**src/design/rxbe_cfg.svh**
```systemverilog
// Purpose: Constants for the receive self-test, elasticity and output block
// Assumes: Included by the package users after rxbe_pkg
// Notes:   Offsets of the APB register file, control bits, buffer figures and status codes
`ifndef RXBE_CFG_SVH
`define RXBE_CFG_SVH
`define RXBE_OFS_CTRL       12'h000
`define RXBE_OFS_STAT       12'h004
`define RXBE_OFS_CNT        12'h008
`define RXBE_CTRL_RST       8'h00
`define RXBE_CTRL_SELFTEST  0
`define RXBE_CTRL_DECUSE    1
`define RXBE_CTRL_REFCLK    2
`define RXBE_CTRL_FRAMSEL   3
`define RXBE_CTRL_FRAMEN    4
`define RXBE_CTRL_FMODE     5
`define RXBE_CTRL_HALFRATE  7
`define RXBE_EB_DEPTH       10
`define RXBE_EB_MID         4'h5
`define RXBE_ERR_LIMIT      6'h10
`define RXBE_LFSR_SEED      9'h1ff
`define RXBE_K285_RAW       10'h17c
`define RXBE_K285_DEC       8'hbc
`define RXBE_START_CHAR     8'h00
`define RXBE_ST_DATA        3'h0
`define RXBE_ST_SPECIAL     3'h1
`define RXBE_ST_LOOP_A      3'h2
`define RXBE_ST_LOOP_B      3'h4
`define RXBE_ST_WAIT        3'h7
`define RXBE_ST_ERR         3'h6
`define RXBE_ST_MATCH       3'h0
`endif

```
**src/design/rxbe_pkg.sv**
```systemverilog
// Purpose: Types for the receive self-test, elasticity and output block
// Assumes: Nothing
// Notes:   Buffer entry is 8 data bits plus 3 status bits
package rxbe_pkg;
    typedef enum logic [1:0] {BS_IDLE, BS_WAIT, BS_RUN} rxbe_bist_t;
    typedef struct packed {
        logic [2:0] st;
        logic [7:0] data;
    } rxbe_ent_t;
    typedef struct packed {
        logic       half;
        logic [1:0] fmode;
        logic       fram_en;
        logic       fram_sel;
        logic       ref_mode;
        logic       dec_use;
        logic       sel;
    } rxbe_ctrl_t;
endpackage : rxbe_pkg

```
**src/design/rxbe_top.sv**
```systemverilog
// Purpose: Receive back end: self-test checker, elasticity buffer, output register
// Assumes: Characters arrive framed; I_CLK is the selected output clock
// Notes:   Write side runs on I_CLK too; the write strobe marks character periods
`timescale 1ns/1ps
`default_nettype none
`include "rxbe_cfg.svh"
module rxbe_top
    import rxbe_pkg::*;
(
    input  wire logic        I_CLK,
    input  wire logic        I_RESETN,
    input  wire logic        I_CHAR_VALID,
    input  wire logic [9:0]  I_RAW_CHAR,
    input  wire logic [7:0]  I_DEC_DATA,
    input  wire logic [2:0]  I_DEC_STATUS,
    input  wire logic        I_PLL_LOCKED,
    input  wire logic        I_PSEL,
    input  wire logic        I_PENABLE,
    input  wire logic        I_PWRITE,
    input  wire logic [11:0] I_PADDR,
    input  wire logic [31:0] I_PWDATA,
    output logic [31:0]      O_PRDATA,
    output logic             O_PREADY,
    output logic             O_PSLVERR,
    output logic [7:0]       O_RX_DATA_BITS,
    output logic [2:0]       O_RX_STATUS_BITS,
    output logic             O_RX_CLK_PHASE
);
    typedef struct packed {
        rxbe_ctrl_t  ctrl;
        rxbe_bist_t  bst;
        logic        en_seen;
        logic [8:0]  lfsr;
        logic [5:0]  diff;
        logic [8:0]  pos;
        logic        loop_b;
        logic [3:0]  wp;
        logic [3:0]  rp;
        logic [3:0]  cnt;
        logic [7:0]  out_d;
        logic [2:0]  out_s;
        logic        phase;
        logic [15:0] err_cnt;
        logic [31:0] rdata;
    } st_t;

    st_t st_ff;
    st_t nxt_st;
    rxbe_ent_t mem_ff [`RXBE_EB_DEPTH];
    rxbe_ent_t wr_ent;
    rxbe_ent_t rd_ent;
    rxbe_ent_t src_ent;
    logic       wr_en;
    logic       apb_wr;
    logic       apb_rd;
    logic       fram_hit;
    logic       is_fram;
    logic [7:0] exp_char;
    logic       fram_in_buf;
    logic [3:0] rp_next;

    assign apb_wr = I_PSEL && I_PENABLE && I_PWRITE;
    assign apb_rd = I_PSEL && !I_PENABLE && !I_PWRITE;
    assign O_PREADY = 1'b1;
    assign O_PSLVERR = 1'b0;
    assign O_PRDATA = st_ff.rdata;

    // Framing match on the selected character at the framed boundary
    always_comb
    begin
        if (st_ff.ctrl.fram_sel)
            fram_hit = (I_RAW_CHAR == `RXBE_K285_RAW) || (I_RAW_CHAR == ~`RXBE_K285_RAW);
        else
            fram_hit = (I_RAW_CHAR[7:0] == 8'(`RXBE_K285_RAW))
                    || (I_RAW_CHAR[7:0] == ~8'(`RXBE_K285_RAW));
    end

    assign is_fram  = I_DEC_STATUS == `RXBE_ST_SPECIAL && I_DEC_DATA == `RXBE_K285_DEC;
    assign exp_char = st_ff.lfsr[7:0];
    assign rp_next  = (st_ff.rp == 4'(`RXBE_EB_DEPTH - 1)) ? 4'h0 : st_ff.rp + 4'h1;

    always_comb
    begin
        fram_in_buf = 1'b0;
        for (int i = 0; i < `RXBE_EB_DEPTH; i++)
        begin
            // Occupied entries run from the read pointer for cnt places
            if (4'((i + `RXBE_EB_DEPTH - int'(st_ff.rp)) % `RXBE_EB_DEPTH) < st_ff.cnt
                && mem_ff[i].data == `RXBE_K285_DEC
                && mem_ff[i].st == `RXBE_ST_SPECIAL)
                fram_in_buf = 1'b1;
        end
    end

    // Source character: decoded or raw bypass mapping
    always_comb
    begin
        if (st_ff.ctrl.dec_use)
        begin
            src_ent.data = I_DEC_DATA;
            src_ent.st   = I_DEC_STATUS;
        end
        else
        begin
            src_ent.data = I_RAW_CHAR[9:2];
            src_ent.st   = {fram_hit, I_RAW_CHAR[0], I_RAW_CHAR[1]};
        end
    end

    always_comb
    begin
        nxt_st = st_ff;
        wr_en  = 1'b0;
        wr_ent = src_ent;
        rd_ent = mem_ff[st_ff.rp];
        if (apb_wr && I_PADDR == `RXBE_OFS_CTRL)
            nxt_st.ctrl = I_PWDATA[7:0];
        if (apb_rd)
        begin
            case (I_PADDR)
                `RXBE_OFS_CTRL: nxt_st.rdata = {24'h0, st_ff.ctrl};
                `RXBE_OFS_STAT: nxt_st.rdata = {20'h0, st_ff.cnt, st_ff.bst, st_ff.diff};
                `RXBE_OFS_CNT:  nxt_st.rdata = {16'h0, st_ff.err_cnt};
                default:        nxt_st.rdata = 32'h0;
            endcase
        end
        if (apb_wr && I_PADDR == `RXBE_OFS_CNT)
            nxt_st.err_cnt = 16'h0;
        if (st_ff.ctrl.half)
            nxt_st.phase = ~st_ff.phase;
        else
            nxt_st.phase = 1'b1;
        // Self-test checker
        if (!st_ff.ctrl.sel)
        begin
            nxt_st.bst     = BS_IDLE;
            nxt_st.en_seen = 1'b0;
        end
        else if (!I_PLL_LOCKED)
        begin
            nxt_st.bst  = BS_WAIT;
            nxt_st.lfsr = {1'b0, `RXBE_START_CHAR};
        end
        else if (I_CHAR_VALID)
        begin
            case (st_ff.bst)
                BS_IDLE:
                begin
                    nxt_st.en_seen = 1'b1;
                    nxt_st.lfsr = {1'b0, `RXBE_START_CHAR};
                    nxt_st.bst  = BS_WAIT;
                end
                BS_WAIT:
                begin
                    if (src_ent.data == `RXBE_START_CHAR)
                    begin
                        nxt_st.bst  = BS_RUN;
                        nxt_st.lfsr = `RXBE_LFSR_SEED;
                        nxt_st.pos  = 9'h1;
                        nxt_st.diff = 6'h0;
                    end
                end
                BS_RUN:
                begin
                    nxt_st.lfsr = {st_ff.lfsr[7:0], st_ff.lfsr[8] ^ st_ff.lfsr[4]};
                    nxt_st.pos  = st_ff.pos + 9'h1;
                    // Coded violations are part of the loop, so only data is compared
                    if (src_ent.data != exp_char)
                    begin
                        nxt_st.err_cnt = st_ff.err_cnt + 16'h1;
                        nxt_st.diff = st_ff.diff + 6'h1;
                        if (st_ff.diff + 6'h1 > `RXBE_ERR_LIMIT)
                        begin
                            nxt_st.bst  = BS_WAIT;
                            nxt_st.lfsr = {1'b0, `RXBE_START_CHAR};
                        end
                    end
                    else if (st_ff.diff != 6'h0)
                        nxt_st.diff = st_ff.diff - 6'h1;
                    if (st_ff.pos == 9'h1fe)
                    begin
                        nxt_st.pos    = 9'h0;
                        nxt_st.loop_b = ~st_ff.loop_b;
                    end
                end
                default: nxt_st.bst = BS_IDLE;
            endcase
        end
        // Elasticity buffer in reference mode, else bypass
        if (st_ff.ctrl.ref_mode)
        begin
            if (I_CHAR_VALID)
            begin
                if (st_ff.cnt == 4'(`RXBE_EB_DEPTH) && is_fram && fram_in_buf)
                    wr_en = 1'b0;
                else if (st_ff.cnt < 4'(`RXBE_EB_DEPTH))
                    wr_en = 1'b1;
            end
            if (wr_en)
                nxt_st.wp = (st_ff.wp == 4'(`RXBE_EB_DEPTH - 1)) ? 4'h0 : st_ff.wp + 4'h1;
            if (st_ff.cnt != 4'h0)
            begin
                nxt_st.out_d = rd_ent.data;
                nxt_st.out_s = rd_ent.st;
                nxt_st.rp    = rp_next;
            end
            else if (fram_in_buf || st_ff.ctrl.dec_use)
            begin
                nxt_st.out_d = `RXBE_K285_DEC;
                nxt_st.out_s = `RXBE_ST_SPECIAL;
            end
            nxt_st.cnt = st_ff.cnt + 4'(wr_en) - 4'(st_ff.cnt != 4'h0);
        end
        else if (I_CHAR_VALID)
        begin
            nxt_st.out_d = src_ent.data;
            nxt_st.out_s = src_ent.st;
        end
        // Self-test status overrides the character status
        if (st_ff.ctrl.sel && st_ff.bst == BS_RUN && I_CHAR_VALID)
        begin
            if (st_ff.pos == 9'h1fe)
                nxt_st.out_s = st_ff.loop_b ? `RXBE_ST_LOOP_B : `RXBE_ST_LOOP_A;
            else if (src_ent.data != exp_char)
                nxt_st.out_s = `RXBE_ST_ERR;
            else
                nxt_st.out_s = `RXBE_ST_MATCH;
        end
        else if (st_ff.ctrl.sel && st_ff.bst == BS_WAIT)
            nxt_st.out_s = `RXBE_ST_WAIT;
    end

    generate
        for (genvar g = 0; g < `RXBE_EB_DEPTH; g++)
        begin : g_ent
            // Reset fills the entries with framing characters
            always_ff @(posedge I_CLK or negedge I_RESETN)
            begin
                if (!I_RESETN)
                    mem_ff[g] <= {`RXBE_ST_SPECIAL, `RXBE_K285_DEC};
                else if (wr_en && st_ff.wp == 4'(g))
                    mem_ff[g] <= wr_ent;
            end
        end
    endgenerate

    always_ff @(posedge I_CLK or negedge I_RESETN)
    begin
        if (!I_RESETN)
        begin
            st_ff      <= '0;
            st_ff.wp   <= `RXBE_EB_MID;
            st_ff.cnt  <= `RXBE_EB_MID;
            st_ff.ctrl <= `RXBE_CTRL_RST;
        end
        else
            st_ff <= nxt_st;
    end

    assign O_RX_DATA_BITS   = st_ff.out_d;
    assign O_RX_STATUS_BITS = st_ff.out_s;
    assign O_RX_CLK_PHASE   = st_ff.phase;
endmodule : rxbe_top
`default_nettype wire

```
**config.mk**
```make
export PLATFORM = sky130hd
export DESIGN_NAME = rxbe_top
export DESIGN_NICKNAME = d
export VERILOG_FILES = /design/src/design/rxbe_pkg.sv /design/src/design/rxbe_top.sv
export VERILOG_INCLUDE_DIRS = /design/src /design/src/design
export SDC_FILE = /design/constraint.sdc
export NUM_CORES = 1
export LEC_CHECK = 0
export ABC_AREA = 0
export BUFFER_PORTS_ARGS = -buffer_cell sky130_fd_sc_hd__buf_4
export CAP_MARGIN = 20
export CORE_MARGIN = 1.5
export CORE_UTILIZATION = 55
export DETAILED_ROUTE_END_ITERATION = 7
export HOLD_SLACK_MARGIN = 0.15
export PLACE_DENSITY_LB_ADDON = 0.1
export SETUP_SLACK_MARGIN = 0.4
export SYNTH_ARGS = -nofsm -noshare
export SYNTH_HDL_FRONTEND = slang
export SYNTH_SLANG_ARGS = --single-unit
```
**constraint.sdc**
```tcl
create_clock -name I_CLK -period 13.82 [get_ports I_CLK]
set_input_delay 1.382 -clock I_CLK [delete_from_list [all_inputs] [get_ports I_CLK]]
set_output_delay 1.382 -clock I_CLK [all_outputs]
set_load 0.1 [all_outputs]
```
Word level (Yosys, flattened, before mapping)
Index checks and enable logic that the tools add are counted.

cells by class
  shifts and indexed selects = 0
  equal/unequal tests = 54
  $mul = 0
  add/subtract/negate cells = 18
  mux-type cells = 58
  bitwise operators = 4
  reduce and logical (&&, ||, !) cells = 65
  $lt $le $gt $ge = 13
  divide/modulo/power cells = 10

operators with widths
  cell                                                                     number
  32-bit by 5-bit modulo with 32-bit output (second input constant)        10
  8-bit equality test (second input constant)                              12
  16-bit 2-to-1 mux                                                        6
  11-bit 2-to-1 mux                                                        7
  16-bit case mux with 3 select lines                                      1
  11-bit binary-select mux with 4-bit select                               1
  1-bit logical AND                                                        42
  4-bit < comparator                                                       10
  3-bit by 1-bit equality test with 1-bit output (second input constant)   11
  15-bit case mux with 2 select lines                                      1
  4-bit by 4-bit subtractor with 5-bit output (first input constant)       6
  28-bit 2-to-1 mux                                                        1
  9-bit 2-to-1 mux                                                         3
  9-bit case mux with 3 select lines                                       1
  24-bit 2-to-1 mux                                                        1
  5-bit by 4-bit subtractor with 6-bit output (first input constant)       4
  1-bit 2-to-1 mux                                                         20
  3-bit 2-to-1 mux                                                         6
  16-bit by 1-bit adder with 16-bit output (second input constant)         1
  4-bit by 3-bit equality test with 1-bit output (second input constant)   4
  4-bit equality test (second input constant)                              4
  12-bit by 3-bit equality test with 1-bit output (second input constant)  1
  12-bit by 4-bit equality test with 1-bit output (second input constant)  1
  12-bit logical NOT                                                       1
  other kinds (44)                                                         67

word-level totals
  memories kept = 0
  RAM bits = 0
  latch bits = 0
  memory bits (read-only) = 0
  output and inout port bits = 46
  register bits = 217
  input bits = 72

Longest topological paths before layout
Gate-level depths: netlist of run 1.

  depth after elaboration = 21
  depth in mapped cells = 25
  gate-level depth less buffers = 20

Worst setup path before layout of run 1
Ideal clock, no wire load.

  path kind = register to register
  start = register st_ff[66] (netlist name)
  end = register st_ff (netlist bit O_RX_DATA_BITS[4])
  period minus slack after synthesis = 5.392 ns
  cell stages (with the launch flop) = 24
  required time = 13.737 ns
  library setup time = 0.083 ns
  slack = 8.428 ns
  buffers on the path = 5
  arrival = 5.309 ns
  cells stage by stage = dfrtp_1 > buf_2 > inv_1 > clkbuf_1 > clkbuf_1 > ha_1 > clkbuf_1 > inv_1 > and3_1 > nand3_1 > and3_1 > ha_1 > nand2_1 > a2111oi_0 > a311oi_1 > xnor2_1 > ha_1 > or4b_2 > a2111oi_0 > nor4_1 > a31oi_4 > buf_2 > nand3_1 > o21ai_0

on the way
  word-level cells in the longest chain between the ends = 18

ends and longest elaborated chain
  element                                                            line             RTL
  from (decl)                                                        rxbe_top.sv:47   st_t st_ff;
  from (signal assigned)                                             rxbe_top.sv:257  st_ff <= nxt_st;
  4-bit by 4-bit subtractor with 5-bit output                        rxbe_top.sv:88   if (4'((i + `RXBE_EB_DEPTH - int'(st_ff.rp)) % `RXBE_EB_DEPTH) < st_ff.cnt
  32-bit by 5-bit modulo with 32-bit output (no source line)         n/a
  4-bit < comparator                                                 rxbe_top.sv:88
  1-bit logical AND (no source line) (2 in series)                   n/a
  1-bit 2-to-1 mux (10 in series)                                    rxbe_top.sv:88
  1-bit logical OR                                                   rxbe_top.sv:207  else if (fram_in_buf || st_ff.ctrl.dec_use)
  3-bit by 1-bit inequality test with 1-bit output (no source line)  n/a
  2-bit AND reduction (no source line)                               n/a

Parallel ways exist; a longest one is shown, timed or not. The select of a mux whose other input is x is not followed.
A chain may end at the register's enable or synchronous reset.

Final worst setup path of run 1
  start = register st_ff[64] (netlist name)
  end = register st_ff (netlist bit O_RX_DATA_BITS[0])

Same word-level chain as after synthesis.

==> results of run 1 <==
[metal layers]
layer | track usage [%] | up-vias
met4 | 7.11 | 0
li1 | - | 5500
met3 | 3.11 | 54
met5 | 0 | -
met1 | 41.0 | 5530
met2 | 44.5 | 317
[worst min-delay path by stage]
stage | start | to
finish | O_RX_CLK_PHASE$_DFF_PN0_ | O_RX_CLK_PHASE$_DFF_PN0_
global route | O_RX_CLK_PHASE$_DFF_PN0_ | O_RX_CLK_PHASE$_DFF_PN0_
floorplan | st_ff[107]$_DFFE_PN0P_ | O_RX_CLK_PHASE$_DFF_PN0_
global placement | O_RX_CLK_PHASE$_DFF_PN0_ | O_RX_CLK_PHASE$_DFF_PN0_
detailed placement | O_RX_CLK_PHASE$_DFF_PN0_ | O_RX_CLK_PHASE$_DFF_PN0_
CTS | O_RX_CLK_PHASE$_DFF_PN0_ | O_RX_CLK_PHASE$_DFF_PN0_
[through the flow]
stage / util, % / setup WS, ns / hold WS [ns]
floorplan: - / 8.43 / 0.423
finish: 61.9 / 7.19 / 0.444
global placement: 58.6 / 7.35 / 0.424
global route: 61.9 / 6.88 / 0.449
detailed placement: 58.6 / 7.29 / 0.432
CTS: 61.9 / 7.29 / 0.442
[power groups by stage]
stage	clock network [mW]	logic (mW)	registers, mW
after global placement	0	2.29	1.02
after CTS	0.645	2.36	1.02
final	0.634	2.37	1.02
after global routing	0.663	2.64	1.05
after floorplan	0	1.83	0.959
after detailed placement	0	2.35	1.03
[Yosys cell counts, types with 13 or more instances]
| master | instances | area, sq um |
|---|---|---|
| dfstp_2 | 64 | 1680 |
| nor2_1 | 134 | 503 |
| nand4_1 | 17 | 106 |
| buf_4 | 48 | 360 |
| nor4_1 | 15 | 93.8 |
| dfrtp_1 | 137 | 3430 |
| a22o_1 | 20 | 175 |
| and3_1 | 16 | 100 |
| nand2b_1 | 15 | 93.8 |
| ha_1 | 82 | 1030 |
| or3_1 | 13 | 81.3 |
| mux2i_1 | 42 | 420 |
| buf_2 | 16 | 80.1 |
| mux2_2 | 15 | 169 |
| nor3_1 | 18 | 90.1 |
| nor2b_1 | 18 | 113 |
| mux4_2 | 22 | 495 |
| a21oi_1 | 135 | 676 |
| nand3_1 | 38 | 190 |
| o21ai_0 | 139 | 696 |
| nand2_1 | 166 | 623 |
| xnor2_1 | 45 | 394 |
| inv_1 | 44 | 165 |
| clkbuf_1 | 58 | 218 |
[critical path: stages, from the launching register on]
cell	delay [ns]
dfrtp_2	0.57
inv_1	0.26
ha_1	0.92
clkinv_1	0.48
a311oi_1	0.37
o32ai_2	0.16
a21oi_1	0.19
a211o_1	0.21
xnor2_1	0.11
ha_1	0.19
nor2_1	0.12
xor2_1	0.17
ha_1	0.26
a21oi_1	0.15
o21ai_0	0.21
a2111oi_0	0.86
nor4_1	0.20
a31oi_4	0.58
o221ai_1	0.32
o21a_1	0.17
[layout make-up]
class | count | area, sq um
flip-flops and latches | 201 | 5110
repair buffers | 103 | 776
clock buffers | 36 | 694
clock inverters | 6 | 98.8
multi-input cells | 1173 | 7870
fillers | 2087 | 9330
well taps | 324 | 405
inverters | 47 | 176
[logic make-up (layout without fill, tap and decap cells)]
kind of cell             count (synthesis)  after routing
buffers and inverters                  181            192
flip-flops                             201            201
XOR/XNOR                                57             57
AO/OA/AOI/OAI                          426            426
AND/OR/NAND/NOR                        509            509
adder cells (fa/ha/maj)                 83             83
multiplexers                            80             80
other                                    2             18
[registers in the layout, indices dropped and copies added, names as in the netlist]
name / count
O_RX_DATA_BITS: 8
mem_ff: 110
exp_char: 8
O_PRDATA: 16
st_ff: 55
O_RX_CLK_PHASE: 1
O_RX_STATUS_BITS: 3
==> flow_summary.toml, run 1 <==
[critical_path]
endpoint_kind = "flop"
r2r-start = "st_ff[64]$_DFFE_PN0P_"
ff2ff_path_depth = 19
crit_path_max_fanout = 22
r2r_end = "O_RX_DATA_BITS[0]$_DFFE_PN0P_"
cp.required_ns = 14.23
path_class = "flop to flop"
startpoint_type = "flop"
rrSetupSlack_ns = 7.19
cp-startpoint = "st_ff[64]$_DFFE_PN0P_"
setup.worst_path.end = "O_RX_DATA_BITS[0]$_DFFE_PN0P_"
critPathArrivalTime_ns = 7.04

[clock_tree]
cts_root_buf = "clkbuf_16"
clockBufferDepth = 3
holdBufCountCts = 0
clk_pin_slew_ns = 0.06
cts_tree = "built"
cts_resized = 0
cts_sinks = 201
post_cts_buffers = 0
cts_buffers = 23
clk_latency_ns = 0.53
cts.htree.levels = 1

[global_routing]
grtUsageTotal_pct = 28.0
antenna_found_initial = 0
grt_first_pass_wirelength_mm = 58.5
grt_start_max_net_pins = 84
grt_pass1_vias = 10844
grt.overflow.total = 0

[synth]
synth_adder_area_share_pct = 7.57
netlist_instances = 1539
yosysWarnings = 0
synth_ff_type = "dfrtp_1"
yosysSeqAreaShare_pct = 37.0
ys_ff_latch = 201
async_flop_share_pct = 100
synthMuxAreaShare_pct = 7.95
ys_types = 90
synth_xor_area_share_pct = 3.61
synth_top_family_by_area = "compound AO/OA/AOI/OAI gates"
synth-compound-area-share_pct = 19.0
synth_edf_count = 0
synth-simple-area-share_pct = 18.2
synth.cell_area_sq_um = 13800
syn_area_per_cell_sq_um = 8.98

[power]
totalPowerFinal_mw = 4.03
pwr-share-clk_pct = 15.7
switching_share_pct = 45.8
p_leak_nw = 6.44
seqPwrFrac_pct = 25.3
internal-power_mw = 2.18
p_per_area_nw_per_um2 = 266
comb_power_share_pct = 58.9
p_switching_mw = 1.84
ir_worst_vdd_v = 0.000240

[routing]
dr.pass1.iters = 5
drt_iter0_drc = 772
post_drt_via_cell_ratio = 6.03
met3_length_mm = 1.89
drcViolationCount = 0
wl_met2_mm = 16.7
ant_nets = 0
avgRoutedWirePerCell_um = 19.1
num_vias = 11401
wl_mm = 36.1
m1WireLength_mm = 16.7
top_layer = "met4"

[job]
max_cap_violations = 0

[layout]
final_cell_area_sq_um = 15100
antenna_cells = 0
mostFrequentLayoutCell = "nand2_1"
nNetsFinal = 1704
mostFrequentLayoutCells = "nand2_1, o21ai_0, dfrtp_1, a21oi_1, nor2_1"
drive_above_1_share_pct = 17.8
final_cells = 1890
area_delta_synth_final_pct = 9.57

[hold_path]
whs_path_depth = 1
hp-class = "flop to flop"

[timing]
fin_skew_ns = 0.0212
tns_ns = 0
slew_headroom_pct = 30.4
worstMarginPinSlew_ns = 1.04
max_freq_ghz = 0.151
finalSetupViolations = 0
fin_crit_sh_pct = 48.0
hold_violations = 0
slew_violations = 0
rsz0062_at_grt = "false"
min_period_ns = 6.63

[placed_design]
hpwl_mm = 25.6
port_buffers = 75
gp_congestion = 0.854
post_dp_cell_area_sq_um = 14300
dp.cells = 1848

[die]
coreArea_sq_um = 24500
dieArea_sq_um = 26100
die_w_um = 161
rows = 57
die_y_um = 161
initial_core_util_pct = 56.5
io_pins = 118

[status]
status = "finished, final reports clean"
Power figures use the tool's default switching activity.
==> inputs of run 2 (changes only) <==
- ABC_AREA: 0 -> 1
- clock period: 13.82 -> 6.3 ns (I/O delays scaled with it)
==> run 2 against run 1 <==
  * Count of clock-buffer cells in the layout shrank 6
  * Synthesized area grew 1.2%
  * Global-route usage grew 1.8 points
  * Clock skew is essentially flat
  * Register-to-register slack lost 6.0 ns
  * Highest routed layer unchanged
  * Largest cell class unchanged
  * Setup slack lost 6.0 ns
  * Final cell count grew 18%
  * Wire length grew 6.7%
  * Core utilization shrank 0.22 points
  * Largest power group unchanged
  * Flip-flop and latch count is the same
==> flow_summary.toml, run 2 <==
[status]
status = "finished, final reports clean"

[power]
p_per_area_nw_per_um2 = 599
ir_worst_vdd_v = 0.000376
seqPwrFrac_pct = 24.7
internal-power_mw = 4.72
p_switching_mw = 4.53
p_leak_nw = 7.44
pwr-share-clk_pct = 16.8
comb_power_share_pct = 58.5
switching_share_pct = 49.0

[layout]
regMostFlops = "mem_ff"
mostFrequentLayoutCell = "nand2_1"
post-route-util_pct = 61.6
largest_register_ffs = 110
drive_above_1_share_pct = 13.7
antenna_cells = 0
area_delta_synth_final_pct = 10.4
final_cells = 2237
nNetsFinal = 2045
mostFrequentLayoutCells = "nand2_1, inv_1, o21ai_0, dfrtp_1, a21oi_1"

[critical_path]
critPathArrivalTime_ns = 5.54
startpoint_type = "flop"
crit_path_max_fanout = 20
crit_top_cell = "nand2_1"
cp.required_ns = 6.72
path_class = "flop to flop"
slowest_delay_ns = 0.69
crit_slowest_cell = "dfrtp_1"
endpoint_kind = "flop"

[placed_design]
dp.cells = 2190
hpwl_mm = 28.0
gp_congestion = 0.938
port_buffers = 75

[synth]
syn_area_per_cell_sq_um = 7.49
yosysMostFrequentCell = "nand2_1"
ys_ff_latch = 201
synth.top_cell.area_share_pct = 24.5
netlist_top_cells_area = "dfrtp_1, dfstp_2, nand2_1, o21ai_0, ha_1"
synth_ff_type = "dfrtp_1"
synth_edf_count = 0
netlist_instances = 1867
yosysSeqAreaShare_pct = 36.6
synth_area_leader_cell = "dfrtp_1"
yosysWarnings = 0
synth.cell_area_sq_um = 14000
ys_top_cells_by_count = "nand2_1, inv_1, o21ai_0"
ys_types = 59
async_flop_share_pct = 100

[clock_tree]
cts_root_buf = "clkbuf_16"
clk_latency_ns = 0.53
cts_buffers = 24
cts_tree = "built"
holdBufCountCts = 0
clockBufferDepth = 3
cts_sinks = 201
clk_pin_slew_ns = 0.06
post_cts_buffers = 0
cts.htree.levels = 1

[routing]
wl_mm = 38.5
ant_nets = 0
avgRoutedWirePerCell_um = 17.2
dr.pass1.iters = 6
num_vias = 12658
drcViolationCount = 0
post_drt_via_cell_ratio = 5.66
drt_iter0_drc = 1042

[die]
coreArea_sq_um = 25000
initial_core_util_pct = 55.8
dieArea_sq_um = 26400
die_w_um = 162
io_pins = 118
die_y_um = 162
rows = 58

[global_routing]
grt.overflow.total = 0
grt_first_pass_wirelength_mm = 62.4
grtUsageTotal_pct = 29.8
antenna_found_initial = 0
grt_start_max_net_pins = 114
grt_pass1_vias = 12046

[timing]
tns_ns = 0
min_period_ns = 5.12
fin_skew_ns = 0.0208
rsz0062_at_grt = "false"
worstMarginPinSlew_ns = 1.08
max_freq_ghz = 0.195
fin_crit_sh_pct = 81.3
hold_violations = 0
slew_headroom_pct = 28.2
finalSetupViolations = 0
slew_violations = 0

[hold_path]
hp-class = "primary input to asynchronous set/reset pin"

[job]
max_cap_violations = 0
[run 2: cell types whose count changed after synthesis, moves of 32 or more]
cell     change
inv_1      +213
mux2i_1     -40
nand2_1    +218
nand3_1     +62
nor2_1      -38
o21ai_0     +97
xnor2_1     -35
xor2_1      +32
[run 2: stage by stage]
step	power (mW)	area [sq um]	hold slack (ns)	setup WS, ns
floorplan	6.23	14000	0.334	1.87
global placement	7.44	14500	0.429	1.22
detailed placement	7.63	14500	0.436	1.02
CTS	9.22	15400	0.281	1.03
global route	10.1	15400	0.301	0.573
finish	9.24	15400	0.233	1.18
[run 2: critical path, delay by kind of cell, from the launching register on]
| kind | cells | cell delay (ns) |
|---|---|---|
| AND/OR/NAND/NOR | 14 | 1.83 |
| AO/OA/AOI/OAI | 6 | 1.17 |
| adder cells (fa/ha/maj) | 3 | 1.01 |
| flip-flops | 1 | 0.69 |
| buffers and inverters | 3 | 0.30 |
[run 2: kinds of logic (layout without fill, tap and decap cells)]
kind of cell / after synthesis / after routing / share of synthesized area [%]
DFF: 201 / 201 / 36.6
muxes: 7 / 7 / 0.546
buffers and inverters: 383 / 407 / 12.2
and+or+nand+nor: 687 / 687 / 21.8
other: 2 / 18 / 0.0537
adders and majority gates: 83 / 83 / 7.48
AOI/OAI and AO/OA: 450 / 450 / 18.0
xor gates and xnor gates: 54 / 54 / 3.38
[run 2: metal layers]
| layer | GRT usage, % | up-vias | wire length [um] |
|---|---|---|---|
| met1 | 39.7 | 5956 | 16200 |
| met5 | 0 | - | 0 |
| met4 | 11.2 | 0 | 1490 |
| met2 | 50.0 | 466 | 18200 |
| li1 | - | 6148 | - |
| met3 | 3.39 | 88 | 2680 |
[run 2: what timing repair did]
| action | CTS | global route |
|---|---|---|
| hold endpoints to repair | 0 | 0 |
| resized for setup | 0 | 1 |
| setup endpoints to repair | 0 | 1 |
[run 2: final cells by class]
class / count / area [sq um]
Timing Repair Buffer: 98 / 759
Multi-Input combinational cell: 1299 / 7260
Clock inverter: 13 / 234
Tap cell: 330 / 413
Fill cell: 2294 / 9600
Clock buffer: 30 / 653
Inverter: 266 / 998
Sequential cell: 201 / 5110
[run 2: final timing paths]
kind                                     startpoint                               to  slack (ns)  cells past startpoint
setup / recovery              st_ff[67]$_DFFE_PN0P_  O_RX_STATUS_BITS[2]$_DFFE_PN0P_        1.18                     26
max in group asynchronous                  I_RESETN           mem_ff[39]$_DFFE_PN0P_        4.82                      2
setup reg to reg              st_ff[67]$_DFFE_PN0P_  O_RX_STATUS_BITS[2]$_DFFE_PN0P_        1.18                     26
hold / removal                             I_RESETN           mem_ff[43]$_DFFE_PN0P_        0.23                      1
hold reg to reg            O_RX_CLK_PHASE$_DFF_PN0_         O_RX_CLK_PHASE$_DFF_PN0_        0.45                      1
min in group I_CLK                      I_PWDATA[5]           st_ff[105]$_DFFE_PN0P_        0.32                      2
[run 2: power groups by stage]
stage / Sequential, mW / Combinational, mW / Clock, mW
2_1_floorplan: 2.17 / 4.06 / 0
3_3_place_gp: 2.27 / 5.17 / 0
3_5_place_dp: 2.28 / 5.35 / 0
4_1_cts: 2.27 / 5.38 / 1.57
5_1_grt: 2.34 / 6.14 / 1.62
6_report: 2.28 / 5.41 / 1.56
==> inputs of run 3 (changes only) <==
- clock period: 6.3 -> 4.94 ns (I/O delays scaled with it)
==> run 3 against run 2 <==
  * Count of clock-buffer cells in the layout is 5 higher
  * Die area did not move
  * Total power up 31%
  * Via count fell by 1.6%
  * Setup slack worse by 0.53 ns
  * Clock power is 23% higher
  * Fmax is 19% higher
  * Non-clock buffer count up 19
  * Sequential share of layout area decreased by 0.56 points
  * Critical path type unchanged
==> flow_summary.toml, run 3 (synthesis results as in run 2) <==
[routing]
drt_iter0_drc = 1042
m1WireLength_mm = 16.8
avgRoutedWirePerCell_um = 17.2
wl_met2_mm = 18.0
post_drt_via_cell_ratio = 5.52
wl_mm = 38.7
ant_nets = 0
drcViolationCount = 0
dr.pass1.iters = 8
met3_length_mm = 2.62
num_vias = 12456
top_layer = "met4"

[job]
max_cap_violations = 0

[die]
coreArea_sq_um = 25000
die_w_um = 162
io_pins = 118
dieArea_sq_um = 26400
die_y_um = 162
initial_core_util_pct = 55.8
rows = 58

[layout]
nNetsFinal = 2064
fillers = 2273
antenna_cells = 0
largest_register_ffs = 110
mostFrequentLayoutCells = "nand2_1, inv_1, o21ai_0, dfrtp_1, buf_4"
mostFrequentLayoutCell = "nand2_1"
drive_above_1_share_pct = 15.5
area_delta_synth_final_pct = 12.3
final_cells = 2256
regMostFlops = "mem_ff"

[power]
ir_worst_vdd_v = 0.000382
p_leak_nw = 7.55
p_per_area_nw_per_um2 = 770

[global_routing]
grt_first_pass_wirelength_mm = 61.6
grt.overflow.total = 0
antenna_found_initial = 0
grtUsageTotal_pct = 29.4
grt_pass1_vias = 11700
grt_start_max_net_pins = 108

[timing]
rsz0062_at_grt = "false"
min_period_ns = 4.29
slew_headroom_pct = 24.7
slew_violations = 0
max_freq_ghz = 0.233
fin_skew_ns = 0.0128
worstMarginPinSlew_ns = 1.13
fin_crit_sh_pct = 86.8
tns_ns = 0
finalSetupViolations = 0
hold_violations = 0

[hold_path]
min-delay-start = "I_PWDATA[6]"
whs_path_depth = 2
hp-class = "primary input to flop"
whs_endpoint = "st_ff[106]$_DFFE_PN0P_"

[critical_path]
slowest_delay_ns = 0.42
endpoint_kind = "flop"
crit_slowest_cell = "dfrtp_1"
r2r-start = "st_ff[65]$_DFFE_PN0P_"
r2r_end = "O_RX_STATUS_BITS[1]$_DFFE_PN0P_"
crit_path_max_fanout = 20
critPathArrivalTime_ns = 4.69
path_class = "flop to flop"
startpoint_type = "flop"
ff2ff_path_depth = 29
crit_top_cell = "nand2_1"
rrSetupSlack_ns = 0.65
cp.required_ns = 5.34

[clock_tree]
clockBufferDepth = 3
cts.htree.levels = 1
clk_pin_slew_ns = 0.06
cts_root_buf = "clkbuf_16"
cts_sinks = 201
clk_latency_ns = 0.52
cts_tree = "built"
cts_buffers = 24

[placed_design]
hpwl_mm = 27.9
gp_congestion = 0.920
dp.cells = 2198
port_buffers = 75

[status]
status = "finished, final reports clean"
==> run 3: cell types whose count changed in the layout (fill, tap and decap cells not counted), sizes merged <==
cell         previous run  this run
buf                    96       113
bufinv                  6         5
clkbuf                 32        38
clkinv                  6         4
clkinvlp                3         1
dlygate4sd3             0         1
==> run 3: how the worst max path moves through the flow <==
stage	end	from	slack, ns
2_1_floorplan	O_RX_STATUS_BITS[1]$_DFFE_PN0P_	st_ff[64]$_DFFE_PN0P_	0.51
3_3_place_gp	O_RX_STATUS_BITS[2]$_DFFE_PN0P_	st_ff[66]$_DFFE_PN0P_	0.50
3_5_place_dp	O_RX_STATUS_BITS[1]$_DFFE_PN0P_	st_ff[66]$_DFFE_PN0P_	0.37
4_1_cts	O_RX_STATUS_BITS[1]$_DFFE_PN0P_	st_ff[65]$_DFFE_PN0P_	0.42
5_1_grt	O_RX_STATUS_BITS[1]$_DFFE_PN0P_	st_ff[65]$_DFFE_PN0P_	0.37
6_report	O_RX_STATUS_BITS[1]$_DFFE_PN0P_	st_ff[65]$_DFFE_PN0P_	0.65
==> run 3: layout make-up <==
cell class	count	area [sq um]	area share, %
clock inverter	8	179	1.14
timing repair buffer	117	943	6.01
sequential	201	5110	32.6
multi-input combinational	1299	7380	47.0
clock buffer	35	672	4.28
tap	330	413	2.63
inverter	266	1010	6.41
==> run 3: what timing repair did <==
| item | in CTS | in global routing |
|---|---|---|
| setup buffers | 0 | 10 |
| resized for setup | 3 | 40 |
| pin swaps | 0 | 5 |
| hold endpoints to repair | 18 | 0 |
| gates cloned | 0 | 1 |
| setup endpoints to repair | 3 | 11 |
| hold buffers | 1 | 0 |
==> run 3: routing by layer <==
metal  vias up  track usage, %
li1       6180               -
met1      5800            39.5
met5         -               0
met2       402            49.2
met4         0            9.76
met3        74            3.72
==> run 3: power by group <==
part | internal [mW] | switching (mW)
sequential | 2.46 | 0.433
clock | 1.20 | 0.716
combinational | 2.56 | 4.73
==> run 3: stage by stage <==
stage / hold WS [ns] / utilization [%] / area (sq um) / power [mW] / setup slack, ns
floorplan: 0.198 / - / 14000 / 7.94 / 0.508
global placement: 0.431 / 58.1 / 14600 / 9.58 / 0.505
detailed placement: 0.440 / 58.1 / 14600 / 9.79 / 0.374
CTS: 0.200 / 61.6 / 15400 / 11.8 / 0.421
global route: 0.199 / 62.7 / 15700 / 13.2 / 0.367
finish: 0.207 / 62.7 / 15700 / 12.1 / 0.651
==> run 3: worst max-delay path: cells and delay by family, from the launching register on <==
kind | cells | cell delay (ns)
AO/OA/AOI/OAI | 4 | 0.36
XOR/XNOR | 2 | 0.33
adder cells (fa/ha/maj) | 3 | 0.78
buffers and inverters | 4 | 0.52
flip-flops | 1 | 0.42
AND/OR/NAND/NOR | 16 | 1.73
